File: src/core/lcddrv_defines.svh
// timing, layout and reset constants of the dot-matrix lcd driver
`ifndef LCDDRV_DEFINES_SVH
`define LCDDRV_DEFINES_SVH
`define LCDDRV_CLK_HZ 250000000
`define LCDDRV_OSC_HZ 32768
`define LCDDRV_FRAME_HZ 32
`define LCDDRV_TICK_CYC ((`LCDDRV_CLK_HZ) / (`LCDDRV_OSC_HZ))
`define LCDDRV_SLOT_TICKS ((`LCDDRV_OSC_HZ) / (`LCDDRV_FRAME_HZ * 16))
`define LCDDRV_NCOM 17
`define LCDDRV_NSEG 40
`define LCDDRV_NSEG_EXT 48
`define LCDDRV_DOTS 680
`define LCDDRV_DOTS_EXT 384
`define LCDDRV_ADDR_BASE 12'h000
`define LCDDRV_ADDR_LAST 12'h25F
`define LCDDRV_PAGE_OFS 12'h100
`define LCDDRV_ROW16_OFS 12'h200
`define LCDDRV_MEM_WORDS 608
`define LCDDRV_EXT_FIRST_COM 8
`define LCDDRV_EXT_FIRST_SEG 40
`define LCDDRV_LAST_COM_17 5'h10
`define LCDDRV_LAST_COM_16 5'h0F
`define LCDDRV_LAST_COM_8 5'h07
`define LCDDRV_RST_SUPPLY 1'b0
`define LCDDRV_RST_LIT 1'b0
`define LCDDRV_RST_DARK 1'b1
`define LCDDRV_RST_DUTY 2'h0
`define LCDDRV_RST_DUTY_EXT 2'h2
`define LCDDRV_RST_PAGE 1'b0
`define LCDDRV_RST_CONTRAST 4'h0
`define LCDDRV_LEVEL_GND 4'h0
`endif

File: src/core/lcddrv_pkg.sv
// types shared by the dot-matrix lcd driver
package lcddrv_pkg;
    typedef enum logic [1:0] {
        LCDDRV_DUTY_17 = 2'b00,
        LCDDRV_DUTY_16 = 2'b01,
        LCDDRV_DUTY_8A = 2'b10,
        LCDDRV_DUTY_8B = 2'b11
    } lcddrv_duty_e;
    typedef struct packed {
        logic [11:0] addr;
        logic [3:0] wdata;
        logic wr;
        logic rd;
    } lcddrv_mem_req_s;
    typedef struct packed {
        logic supply_on;
        logic force_all_lit;
        logic force_all_dark;
        logic duty_select_hi;
        logic duty_select_lo;
        logic screen_page_select;
        logic [3:0] contrast_code;
    } lcddrv_ctrl_s;
endpackage

File: src/core/lcddrv_top.sv
// dot-matrix lcd driver: control bits, display memory and scan engine
`include "lcddrv_defines.svh"

// Overview of operation
// RL1: seventeen commons, forty segments, 680 dots
// RL2: 1/17, 1/16 or 1/8 duty, 1/4 bias
// RL3: 48-segment option reuses commons, 1/8 only
// RL4: extra segments map commons reversed
// RL5: supply bit enables drive level outputs
// RL6: force-lit drives every segment on
// RL7: force-dark blanks segments when not lit
// RL8: force-lit wins over force-dark
// RL9: both clear: segments follow memory
// RL10: duty bits decode to common count
// RL11: software keeps 1/8 with 48-segment option
// RL12: frame 32 Hz, 30.12 Hz at 1/17
// RL13: memory window F000H to F25EH; the code's window ends at 25FH
// RL14: memory one lights dot, zero darkens
// RL15: 1/8 duty page bit picks screen
// RL16: 1/17, 1/16 output every active common
// RL17: spare locations act as storage
// RL18: software initialises memory after reset
// RL19: software avoids unimplemented areas
// RL20: sixteen contrast codes scale drive levels
// RL21: software initialises contrast code
// RL22: supply off grounds all drive levels
// RL23: forcing never alters memory contents
// RL24: duty resets 1/17, or 1/8 extended
// RL25: dark resets one, lit and supply zero
// RL26: commons scan ascending, one per slot
module lcddrv_top #(
    parameter bit EXT_SEG48 = 1'b0,
    parameter int TICK_CYC = `LCDDRV_TICK_CYC,
    parameter int SLOT_TICKS = `LCDDRV_SLOT_TICKS
) (
    input wire logic i_sys_clk,
    input wire logic i_arst_n,
    input wire lcddrv_pkg::lcddrv_mem_req_s i_mem_req,
    input wire lcddrv_pkg::lcddrv_ctrl_s i_ctrl,
    input wire logic i_ctrl_wr,
    output logic [3:0] o_mem_rdata,
    output logic [`LCDDRV_NCOM-1:0] o_common_outputs,
    output logic [`LCDDRV_NSEG-1:0] o_segment_outputs,
    output logic [`LCDDRV_NSEG_EXT-`LCDDRV_NSEG-1:0] o_extra_segment_outputs,
    output logic o_frame_toggle,
    output logic o_lcd_supply_on,
    output logic [3:0] o_base_drive_level,
    output lcddrv_pkg::lcddrv_ctrl_s o_ctrl
);
    localparam int NCOM = `LCDDRV_NCOM;
    localparam int NSEG = `LCDDRV_NSEG;
    localparam int NEXT = `LCDDRV_NSEG_EXT - `LCDDRV_NSEG;

    // reset release
    logic rst_meta_r;
    logic rst_n_r;
    always_ff @(posedge i_sys_clk or negedge i_arst_n) begin
        if (!i_arst_n) begin
            rst_meta_r <= 1'b0;
            rst_n_r <= 1'b0;
        end else begin
            rst_meta_r <= 1'b1;
            rst_n_r <= rst_meta_r;
        end
    end

    // control bits
    lcddrv_pkg::lcddrv_ctrl_s ctrl_r;
    lcddrv_pkg::lcddrv_ctrl_s ctrl_nxt;
    always_comb begin
        ctrl_nxt = ctrl_r;
        if (i_ctrl_wr) begin
            ctrl_nxt.supply_on = i_ctrl.supply_on; // [RL5]
            ctrl_nxt.force_all_lit = i_ctrl.force_all_lit; // [RL6]
            ctrl_nxt.force_all_dark = i_ctrl.force_all_dark; // [RL7]
            ctrl_nxt.duty_select_hi = i_ctrl.duty_select_hi; // [RL10]
            ctrl_nxt.duty_select_lo = i_ctrl.duty_select_lo; // [RL10]
            ctrl_nxt.screen_page_select = i_ctrl.screen_page_select; // [RL15]
            ctrl_nxt.contrast_code = i_ctrl.contrast_code; // [RL20]
        end
    end
    always_ff @(posedge i_sys_clk or negedge rst_n_r) begin
        if (!rst_n_r) begin
            ctrl_r.supply_on <= `LCDDRV_RST_SUPPLY; // [RL25]
            ctrl_r.force_all_lit <= `LCDDRV_RST_LIT; // [RL25]
            ctrl_r.force_all_dark <= `LCDDRV_RST_DARK; // [RL25]
            {ctrl_r.duty_select_hi, ctrl_r.duty_select_lo} <=
                EXT_SEG48 ? `LCDDRV_RST_DUTY_EXT : `LCDDRV_RST_DUTY; // [RL24]
            ctrl_r.screen_page_select <= `LCDDRV_RST_PAGE;
            // zero contrast stands in for the undefined code
            ctrl_r.contrast_code <= `LCDDRV_RST_CONTRAST;
        end else begin
            ctrl_r <= ctrl_nxt;
        end
    end

    // display memory, 4 bits per address
    logic [3:0] mem_r [`LCDDRV_MEM_WORDS];
    logic [3:0] rdata_r;
    logic [3:0] rdata_nxt;
    logic in_win;
    always_comb begin
        in_win = i_mem_req.addr <= `LCDDRV_ADDR_LAST; // [RL13]
        rdata_nxt = rdata_r;
        if (i_mem_req.rd) begin
            rdata_nxt = in_win ? mem_r[i_mem_req.addr[9:0]] : 4'h0;
        end
    end
    always_ff @(posedge i_sys_clk) begin
        if (i_mem_req.wr && in_win) begin
            mem_r[i_mem_req.addr[9:0]] <= i_mem_req.wdata; // [RL17] [RL23]
        end
    end
    always_ff @(posedge i_sys_clk or negedge rst_n_r) begin
        if (!rst_n_r) begin
            rdata_r <= 4'h0;
        end else begin
            rdata_r <= rdata_nxt;
        end
    end

    // slow oscillator tick and slot timer
    logic [$clog2(TICK_CYC+1)-1:0] div_r;
    logic [$clog2(TICK_CYC+1)-1:0] div_nxt;
    logic [$clog2(SLOT_TICKS+2)-1:0] slot_r;
    logic [$clog2(SLOT_TICKS+2)-1:0] slot_nxt;
    logic [4:0] com_r;
    logic [4:0] com_nxt;
    logic [4:0] last_com;
    logic tick;
    logic slot_end;
    logic frame_r;
    logic frame_nxt;
    always_comb begin
        case (lcddrv_pkg::lcddrv_duty_e'({ctrl_r.duty_select_hi, ctrl_r.duty_select_lo}))
            lcddrv_pkg::LCDDRV_DUTY_17: last_com = `LCDDRV_LAST_COM_17; // [RL10]
            lcddrv_pkg::LCDDRV_DUTY_16: last_com = `LCDDRV_LAST_COM_16; // [RL10]
            default: last_com = `LCDDRV_LAST_COM_8; // [RL10] [RL11]
        endcase
        if (EXT_SEG48) begin
            last_com = `LCDDRV_LAST_COM_8; // [RL3]
        end
        tick = div_r == ($bits(div_r))'(TICK_CYC - 1);
        div_nxt = tick ? '0 : div_r + 1'b1;
        // 1/17 duty keeps slot length, so frame is 32*16/17 = 30.12 Hz
        slot_end = tick && slot_r == ($bits(slot_r))'(
            (last_com == `LCDDRV_LAST_COM_8 ? 2 * SLOT_TICKS : SLOT_TICKS) - 1); // [RL12]
        slot_nxt = slot_r;
        com_nxt = com_r;
        frame_nxt = frame_r;
        if (tick) begin
            slot_nxt = slot_end ? '0 : slot_r + 1'b1;
        end
        if (slot_end) begin
            if (com_r >= last_com) begin
                com_nxt = 5'h00; // [RL26]
                frame_nxt = !frame_r;
            end else begin
                com_nxt = com_r + 5'h01; // [RL26]
            end
        end
    end
    always_ff @(posedge i_sys_clk or negedge rst_n_r) begin
        if (!rst_n_r) begin
            div_r <= '0;
            slot_r <= '0;
            com_r <= 5'h00;
            frame_r <= 1'b0;
        end else begin
            div_r <= div_nxt;
            slot_r <= slot_nxt;
            com_r <= com_nxt;
            frame_r <= frame_nxt;
        end
    end

    // row fetch: one memory bit per segment for the active common
    logic [NSEG+NEXT-1:0] row;
    logic [11:0] row_base;
    logic [11:0] row_addr;
    always_comb begin
        row = '0;
        row_addr = '0;
        row_base = `LCDDRV_ADDR_BASE;
        if (last_com == `LCDDRV_LAST_COM_8) begin
            if (ctrl_r.screen_page_select) begin
                row_base = `LCDDRV_PAGE_OFS; // [RL15]
            end
        end else if (com_r[4]) begin
            row_base = `LCDDRV_ROW16_OFS; // [RL16]
        end else if (com_r[3]) begin
            row_base = `LCDDRV_PAGE_OFS; // [RL16]
        end
        for (int s = 0; s < NSEG + NEXT; s++) begin
            if (com_r[4]) begin
                row_addr = row_base + 12'(2 * s);
                row[s] = mem_r[row_addr[9:0]][0];
            end else begin
                row_addr = row_base + 12'(2 * s) + {11'h000, com_r[2]};
                row[s] = mem_r[row_addr[9:0]][com_r[1:0]]; // [RL14]
            end
        end
    end

    // waveform selection and output registers
    logic [NCOM-1:0] com_out_nxt;
    logic [NSEG+NEXT-1:0] seg_nxt;
    logic frame_out_nxt;
    logic supply_out_nxt;
    logic [3:0] level_out_nxt;
    lcddrv_pkg::lcddrv_ctrl_s ctrl_out_nxt;
    always_comb begin
        frame_out_nxt = frame_r;
        supply_out_nxt = ctrl_r.supply_on; // [RL5]
        // supply off pulls every level to ground
        level_out_nxt = `LCDDRV_LEVEL_GND; // [RL22]
        if (ctrl_r.supply_on) begin
            level_out_nxt = ctrl_r.contrast_code; // [RL20]
        end
        ctrl_out_nxt = ctrl_r;
    end
    always_comb begin
        com_out_nxt = '0;
        com_out_nxt[com_r] = 1'b1; // [RL1] [RL2] [RL26]
        if (ctrl_r.force_all_lit) begin
            seg_nxt = '1; // [RL6] [RL8]
        end else if (ctrl_r.force_all_dark) begin
            seg_nxt = '0; // [RL7]
        end else begin
            seg_nxt = row; // [RL9]
        end
        if (!EXT_SEG48) begin
            seg_nxt[NSEG+NEXT-1:NSEG] = '0;
        end else begin
            for (int k = 0; k < NEXT; k++) begin
                com_out_nxt[NCOM-1-k] = seg_nxt[NSEG+k]; // [RL4] [RL3]
            end
        end
    end
    always_ff @(posedge i_sys_clk or negedge rst_n_r) begin
        if (!rst_n_r) begin
            o_common_outputs <= '0;
            o_segment_outputs <= '0;
            o_extra_segment_outputs <= '0;
            o_frame_toggle <= 1'b0;
            o_lcd_supply_on <= 1'b0;
            o_base_drive_level <= 4'h0;
            o_mem_rdata <= 4'h0;
            o_ctrl <= '0;
        end else begin
            o_common_outputs <= com_out_nxt;
            o_segment_outputs <= seg_nxt[NSEG-1:0];
            o_extra_segment_outputs <= seg_nxt[NSEG+NEXT-1:NSEG];
            o_frame_toggle <= frame_out_nxt;
            o_lcd_supply_on <= supply_out_nxt; // [RL5]
            o_base_drive_level <= level_out_nxt; // [RL20] [RL22]
            o_mem_rdata <= rdata_r;
            o_ctrl <= ctrl_out_nxt;
        end
    end
endmodule // lcddrv_top

File: config.mk
export PLATFORM = sky130hd
export DESIGN_NAME = lcddrv_top
export DESIGN_NICKNAME = d
export VERILOG_FILES = /design/src/core/lcddrv_pkg.sv /design/src/core/lcddrv_top.sv
export VERILOG_INCLUDE_DIRS = /design/src /design/src/core
export SDC_FILE = /design/constraint.sdc
export NUM_CORES = 2
export LEC_CHECK = 0
export BUFFER_PORTS_ARGS = -buffer_cell sky130_fd_sc_hd__buf_2
export CAP_MARGIN = 20
export CORE_UTILIZATION = 54
export CTS_BUF_LIST = sky130_fd_sc_hd__clkbuf_4
export DETAILED_ROUTE_END_ITERATION = 10
export PLACE_DENSITY = 0.73
export SYNTH_ARGS = -nofsm -noshare
export SYNTH_HDL_FRONTEND = slang
export SYNTH_SLANG_ARGS = --single-unit
export TNS_END_PERCENT = 100
File: constraint.sdc
create_clock -name i_sys_clk -period 3.4 [get_ports i_sys_clk]
set_clock_uncertainty 0.15 [all_clocks]
set_input_delay 0.51 -clock i_sys_clk [delete_from_list [all_inputs] [get_ports i_sys_clk]]
set_output_delay 0.51 -clock i_sys_clk [all_outputs]
set_load 0.05 [all_outputs]
# [Word-level counts from Yosys, hierarchy flattened]
# Memory sizes are Yosys's and may differ from the RTL's.
# Cells that the tools add are included.
[word_totals] reg_bits=118 mem_bits_rw=2432 in_bits=31 wordCells=262 memories=1
[classes] add_sub_neg=83 order_cmp=5 n_eq_ne=4 n_mux=137 reduce_logical=6
[mem_list] name="mem_r" words=608 word_bits=4 read_ports=81 rd_ports_with_merged_regs=0 wr=1 line="lcddrv_top.sv:98" text="logic [3:0] mem_r [`LCDDRV_MEM_WORDS];"
[op_table] operator="adder 10 x 1 -> 10 bit" n=40
[op_table] operator="adder 10 x 6 -> 10 bit (second input constant)" n=16
[op_table] operator="two-way mux 1 bit" n=83
[op_table] operator="adder 10 x 5 -> 10 bit (second input constant)" n=8
[op_table] operator="adder 10 x 7 -> 10 bit (second input constant)" n=8
[op_table] operator="binary-select mux 1 bit (select 2 bit)" n=40
[op_table] operator="two-way mux 40 bit" n=2
[op_table] operator="adder 10 x 4 -> 10 bit (second input constant)" n=4
[op_table] operator="adder 10 x 3 -> 10 bit (second input constant)" n=2
[op_table] operator="two-way mux 10 bit" n=2
[op_table] operator="two-way mux 9 bit" n=2
[op_table] operator="two-way mux 7 bit" n=2
[op_table] operator="adder 13 x 1 -> 13 bit (second input constant)" n=1
[op_table] operator="== test 13 bit (second input constant)" n=1
[op_table] operator="two-way mux 13 bit" n=1
[op_table] operator="less-or-equal comparator 12 x 10 -> 1 bit (second input constant)" n=1
[op_table] operator="adder 10 x 2 -> 10 bit (second input constant)" n=1
[op_table] operator="one-hot mux 5 bit (2 select lines)" n=1
[op_table] operator="two-way mux 4 bit" n=2
[op_table] operator="adder 7 x 1 -> 7 bit (second input constant)" n=1
[op_table] operator="== test 7 bit" n=1
[op_table] operator="subtractor 7 x 1 -> 7 bit (second input constant)" n=1
[op_table] operator="less-than comparator 5 x 6 -> 1 bit (second input constant)" n=1
[op_table] operator="adder 5 x 1 -> 5 bit (second input constant)" n=1
[op_table] operator="11 further kinds" n=13

# [Depth between registers and ports, before layout]
# An unclocked memory read counts as a cell.
[logic_depth] depth_word=12 depth_mapped=14 ltp_nobuf=10

# [Least setup slack after synthesis]
# OpenSTA, ideal clock, no wires.
[synth_path] kind="input to register" start="input i_mem_req[7] (netlist bit)" end="memory mem_r[162][0], enable pin" setup_ps=329 arrival_ps=2481 required_time_ps=2921 setup_slack_ps=440 stages=11 n_path_buf=8 path_cell_list="buf_2 > buf_6 > buf_6 > buf_6 > buf_4 > buf_4 > and2b_1 > buf_4 > nand3_1 > buf_2 > nor2_1"
[synth_via] elab_chain_len=4
[synth_lines] element="start, declared" line="lcddrv_top.sv:38" text="input wire lcddrv_pkg::lcddrv_mem_req_s i_mem_req,"
[synth_lines] element="less-or-equal comparator 12 x 10 -> 1 bit (no source line)"
[synth_lines] element="logical AND 1 bit" line="lcddrv_top.sv:110" text="if (i_mem_req.wr && in_win) begin"
[synth_lines] element="two-way mux 1 bit" line="lcddrv_top.sv:110"
[synth_lines] element="two-way mux 1 bit (not written as such)" line="lcddrv_top.sv:111" text="mem_r[i_mem_req.addr[9:0]] <= i_mem_req.wdata;"
[synth_lines] element="end, declared" line="lcddrv_top.sv:98"
# Several ways; a longest one is shown, not always the timed one.

# [Final worst setup path]
[layout_path] start="input i_mem_req[8] (netlist bit)" end="register rdata_r[2]"
[layout_via] elab_chain_len=2 elab_cells_between_ends=3 cone_classes="order compare (1); mux (1); memory (1)"
[layout_lines] element="memory (608 x 4 bit) / less-or-equal comparator 12 x 10 -> 1 bit (equally long branches)"
[layout_lines] element="two-way mux 4 bit (*)" line="lcddrv_top.sv:106" text="rdata_nxt = in_win ? mem_r[i_mem_req.addr[9:0]] : 4'h0;"
[layout_lines] element="end signal, assigned" line="lcddrv_top.sv:118" text="rdata_r <= rdata_nxt;"
[layout_lines] element="end, declared" line="lcddrv_top.sv:99" text="logic [3:0] rdata_r;"
# Mark *: on every way between the ends. The rest lies on a longest branch, timed or not.
# A chain may end at the register's enable or synchronous reset.

==> results.tsv <==
stage	metric	value	unit
min_path	hold_path_startpoint	i_mem_req[16]	
min_path	holdPathStages	6	
logic_synthesis	synth_area_leaders	edfxtp_1 (69%), mux2i_1 (11%), mux4_2 (5.6%)	
global_routing	first_global_vias	69200	
drt	dr.pass1.iters	7	
run_status	violations	setup timing	
layout	area_delta_synth_final	18.1	%
logic_synthesis	yosys_register_bits	2550	
worst_setup_path	required	4.61	ns
logic_synthesis	yosys_warnings	0	
clock_network	clk_latency	1.42	ns
logic_synthesis	async_flop_share	4.63	%
die	rows	162	
worst_setup_path	r2r_cells	10	
placed_design	place_area	117000	µm²
min_path	hold_end	rdata_r[3]	
logic_synthesis	ys.flop_type	edfxtp_1	
min_path	worst_hold_path_type	in -> reg	
logic_synthesis	synth_edf_count	2432	
timing	fin_crit	3.41	ns
worst_setup_path	timing.rr.start	mem_r[1][1]	
die	coreArea	195000	µm²
timing	drv_slew	0	
worst_setup_path	rrSetupSlack	0.07	ns
timing	worstMarginPinSlew	1.09	ns
layout	multi_input_area	28100	µm²
logic_synthesis	syn-cell-area	106000	µm²
placed_design	gp_congestion	0.985	
layout	design_area	126000	µm²
run_status	outcome	complete, but fails checks	
logic_synthesis	synth.avg_cell_area	16.8	µm²
timing	rsz0062_at_grt	no	
placed_design	port_buffers	107	
global_routing	grt_pass1_wl	486000	µm
timing	hold_viol_final	0	
layout	drive_above_1_share	29.3	%
die	chipHeight	446	µm
die	die-area	199000	µm²
logic_synthesis	yosys-top-cells-count	edfxtp_1 (2,432), mux2i_1 (1,163), nor2_1 (706)	
logic_synthesis	synth_cell_types	71	
timing	finalSetupViolCount	1	
timing	max_freq	294	MHz
layout	fillCellCount	13800	
logic_synthesis	yosysTopAreaCell	edfxtp_1	
global_routing	overflow	0	
timing	fin_ws	-0.00598	ns
die	die_w	446	µm
placed_design	dp_hpwl	227000	µm
clock_network	clock_path_buffers	4	
worst_setup_path	cp-end-kind	flop	
drt	final_antenna_net_count	0	
worst_setup_path	worstSetupPathType	in -> reg	
worst_setup_path	cp-start-kind	input port	
drt	totalWireLength	344000	µm
layout	fin_nets	7696	
drt	wl_per_cell	32.1	µm
clock_network	root_buffer	clkbuf_4	
die	num_io_pins	116	
clock_network	path_clk_slew	0.06	ns
worst_setup_path	worst_ep_arrival_time	4.61	ns
drt	drc	0	
global_routing	antenna_found_initial	20	
power	fin_total_pwr	65.4	mW
drt	drtIter0Drc	10500	
clock_network	cts.sinks	2550	
worst_setup_path	r2r_end	rdata_r[1]	
worst_setup_path	critPathMaxFanout	28	
logic_synthesis	synth_most_common_cell	edfxtp_1	
power	peakVddDrop	456	µV
job	cap_violations	0	
clock_network	cts_max_level	6	
clock_network	tritoncts	done	
timing	relSlewSlack	27.6	%
drt	via_per_inst	6.44	
power	leakage	45.6	nW
layout	regArea	76000	µm²
timing	finalCritPeriodShare	100	%
global_routing	grt_max_degree	117	
logic_synthesis	yosysSeqAreaShare	71.4	%
logic_synthesis	syn_inst	6347	
power	power_per_cell_area	521	nW/µm²
die	start_util	54.5	%
global_routing	grt_usage	34.5	%
clock_network	cts_buffers	648	
drt	dr_total_vias	69100	
logic_synthesis	synth_top_area_share	68.6	%
clock_network	post_cts_buffers	0	
## report_power, final
group / internal [mW] / leakage (nW) / switching, mW
Sequential: 34.5 / 23.3 / 0.118
Combinational: 1.90 / 17.5 / 3.19
Clock: 13.4 / 4.76 / 12.4
## worst max path at each step
stage / from / slack, ns / cells past startpoint / endpoint
finish: i_mem_req[8] / -0.006 / 12 / rdata_r[2]
global route: i_mem_req[10] / 0.01 / 15 / rdata_r[0]
CTS: mem_r[574][0] / 0.08 / 10 / rdata_r[0]
detailed placement: i_mem_req[7] / -0.56 / 12 / rdata_r[1]
global placement: i_mem_req[7] / -0.57 / 12 / rdata_r[1]
floorplan: i_mem_req[7] / 0.44 / 11 / mem_r[162][0]
## cell usage in the layout (no fill, tap or decap), types with 13 or more instances in the layout
master / count
nand2_1: 93
o21bai_1: 41
clkbuf_4: 942
dfrtp_1: 110
o21ai_0: 29
mux2_2: 15
clkinv_2: 15
clkinv_1: 109
edfxtp_1: 2432
dlygate4sd3_1: 59
buf_2: 100
nor2_1: 705
nor3_1: 22
buf_12: 165
a21oi_1: 49
mux2i_1: 1162
mux4_2: 266
nor4_1: 121
nand3_2: 23
diode_2: 14
buf_4: 779
a22oi_1: 18
o22ai_1: 516
a31oi_1: 15
inv_2: 13
nand3_1: 61
## critical path, cell delays in order
cell	delay [ns]
dlygate4sd3_1	0.60
clkbuf_4	0.25
or4b_4	0.61
buf_12	0.20
o22ai_1	0.23
nor3_1	0.10
and4_1	0.27
a31oi_1	0.50
o211ai_1	0.43
nand3_1	0.18
dlygate4sd3_1	0.56
o41a_1	0.14
## cell type report
cell class              instances  area share [%]
inverters                      13          0.0398
well taps                    2624            2.61
multi-input cells            3330            22.3
diodes                         14          0.0279
repair buffers               1110            8.23
clock buffers                 941            5.62
flip-flops and latches       2550            60.5
clock inverters               150           0.684
## repair_timing
item,in CTS,in global routing
hold buffers,62,0
hold endpoints to repair,2631,0
setup endpoints to repair,0,1
resized for setup,0,3
## per-stage QoR
stage               setup slack, ns  hold slack [ns]  cells  util [%]  TNS (ns)
floorplan                     0.440           0.0644   6354         -         0
global placement             -0.570            0.147   9565      59.9    -11.90
detailed placement           -0.564            0.148   9565      59.9    -39.82
CTS                          0.0766           0.0138  10700      64.3         0
global route                 0.0140           0.0592  10700      64.3         0
finish                     -0.00598           0.0938  10700      64.3  -0.00598
## per-layer routing
metal  global-route usage, %  vias to the layer above  part of all wire [%]
li1                        -                    28300                     -
met1                    44.4                    34300                    35
met2                    52.7                     5421                    46
met3                    9.54                     1071                    13
met4                    20.3                       12                   6.4
met5                       0                        -                 0.030
## cells by family after synthesis
kind of cell	after synthesis	share of synthesized area (%)
mux	1444	16.7
compound gates	732	4.41
simple gates	1117	4.69
fa+ha+maj	12	0.141
other cells	2	0.00705
flops	2550	71.4
buf+inv	474	2.54
xor+xnor	16	0.132
## sequential cells by signal, indices dropped and copies added, names as in the netlist
register,flops
supply_out_nxt,1
rdata_r,4
mem_r,2432
o_segment_outputs,40
o_common_outputs,17
o_mem_rdata,4
o_ctrl,10
ctrl_out_nxt,9
o_base_drive_level,4
rst_meta_r,1
slot_r,7
rst_n_r,1
frame_out_nxt,1
com_r,5
o_frame_toggle,1
div_r,13
Note: power is estimated with default switching activity, not from simulation.
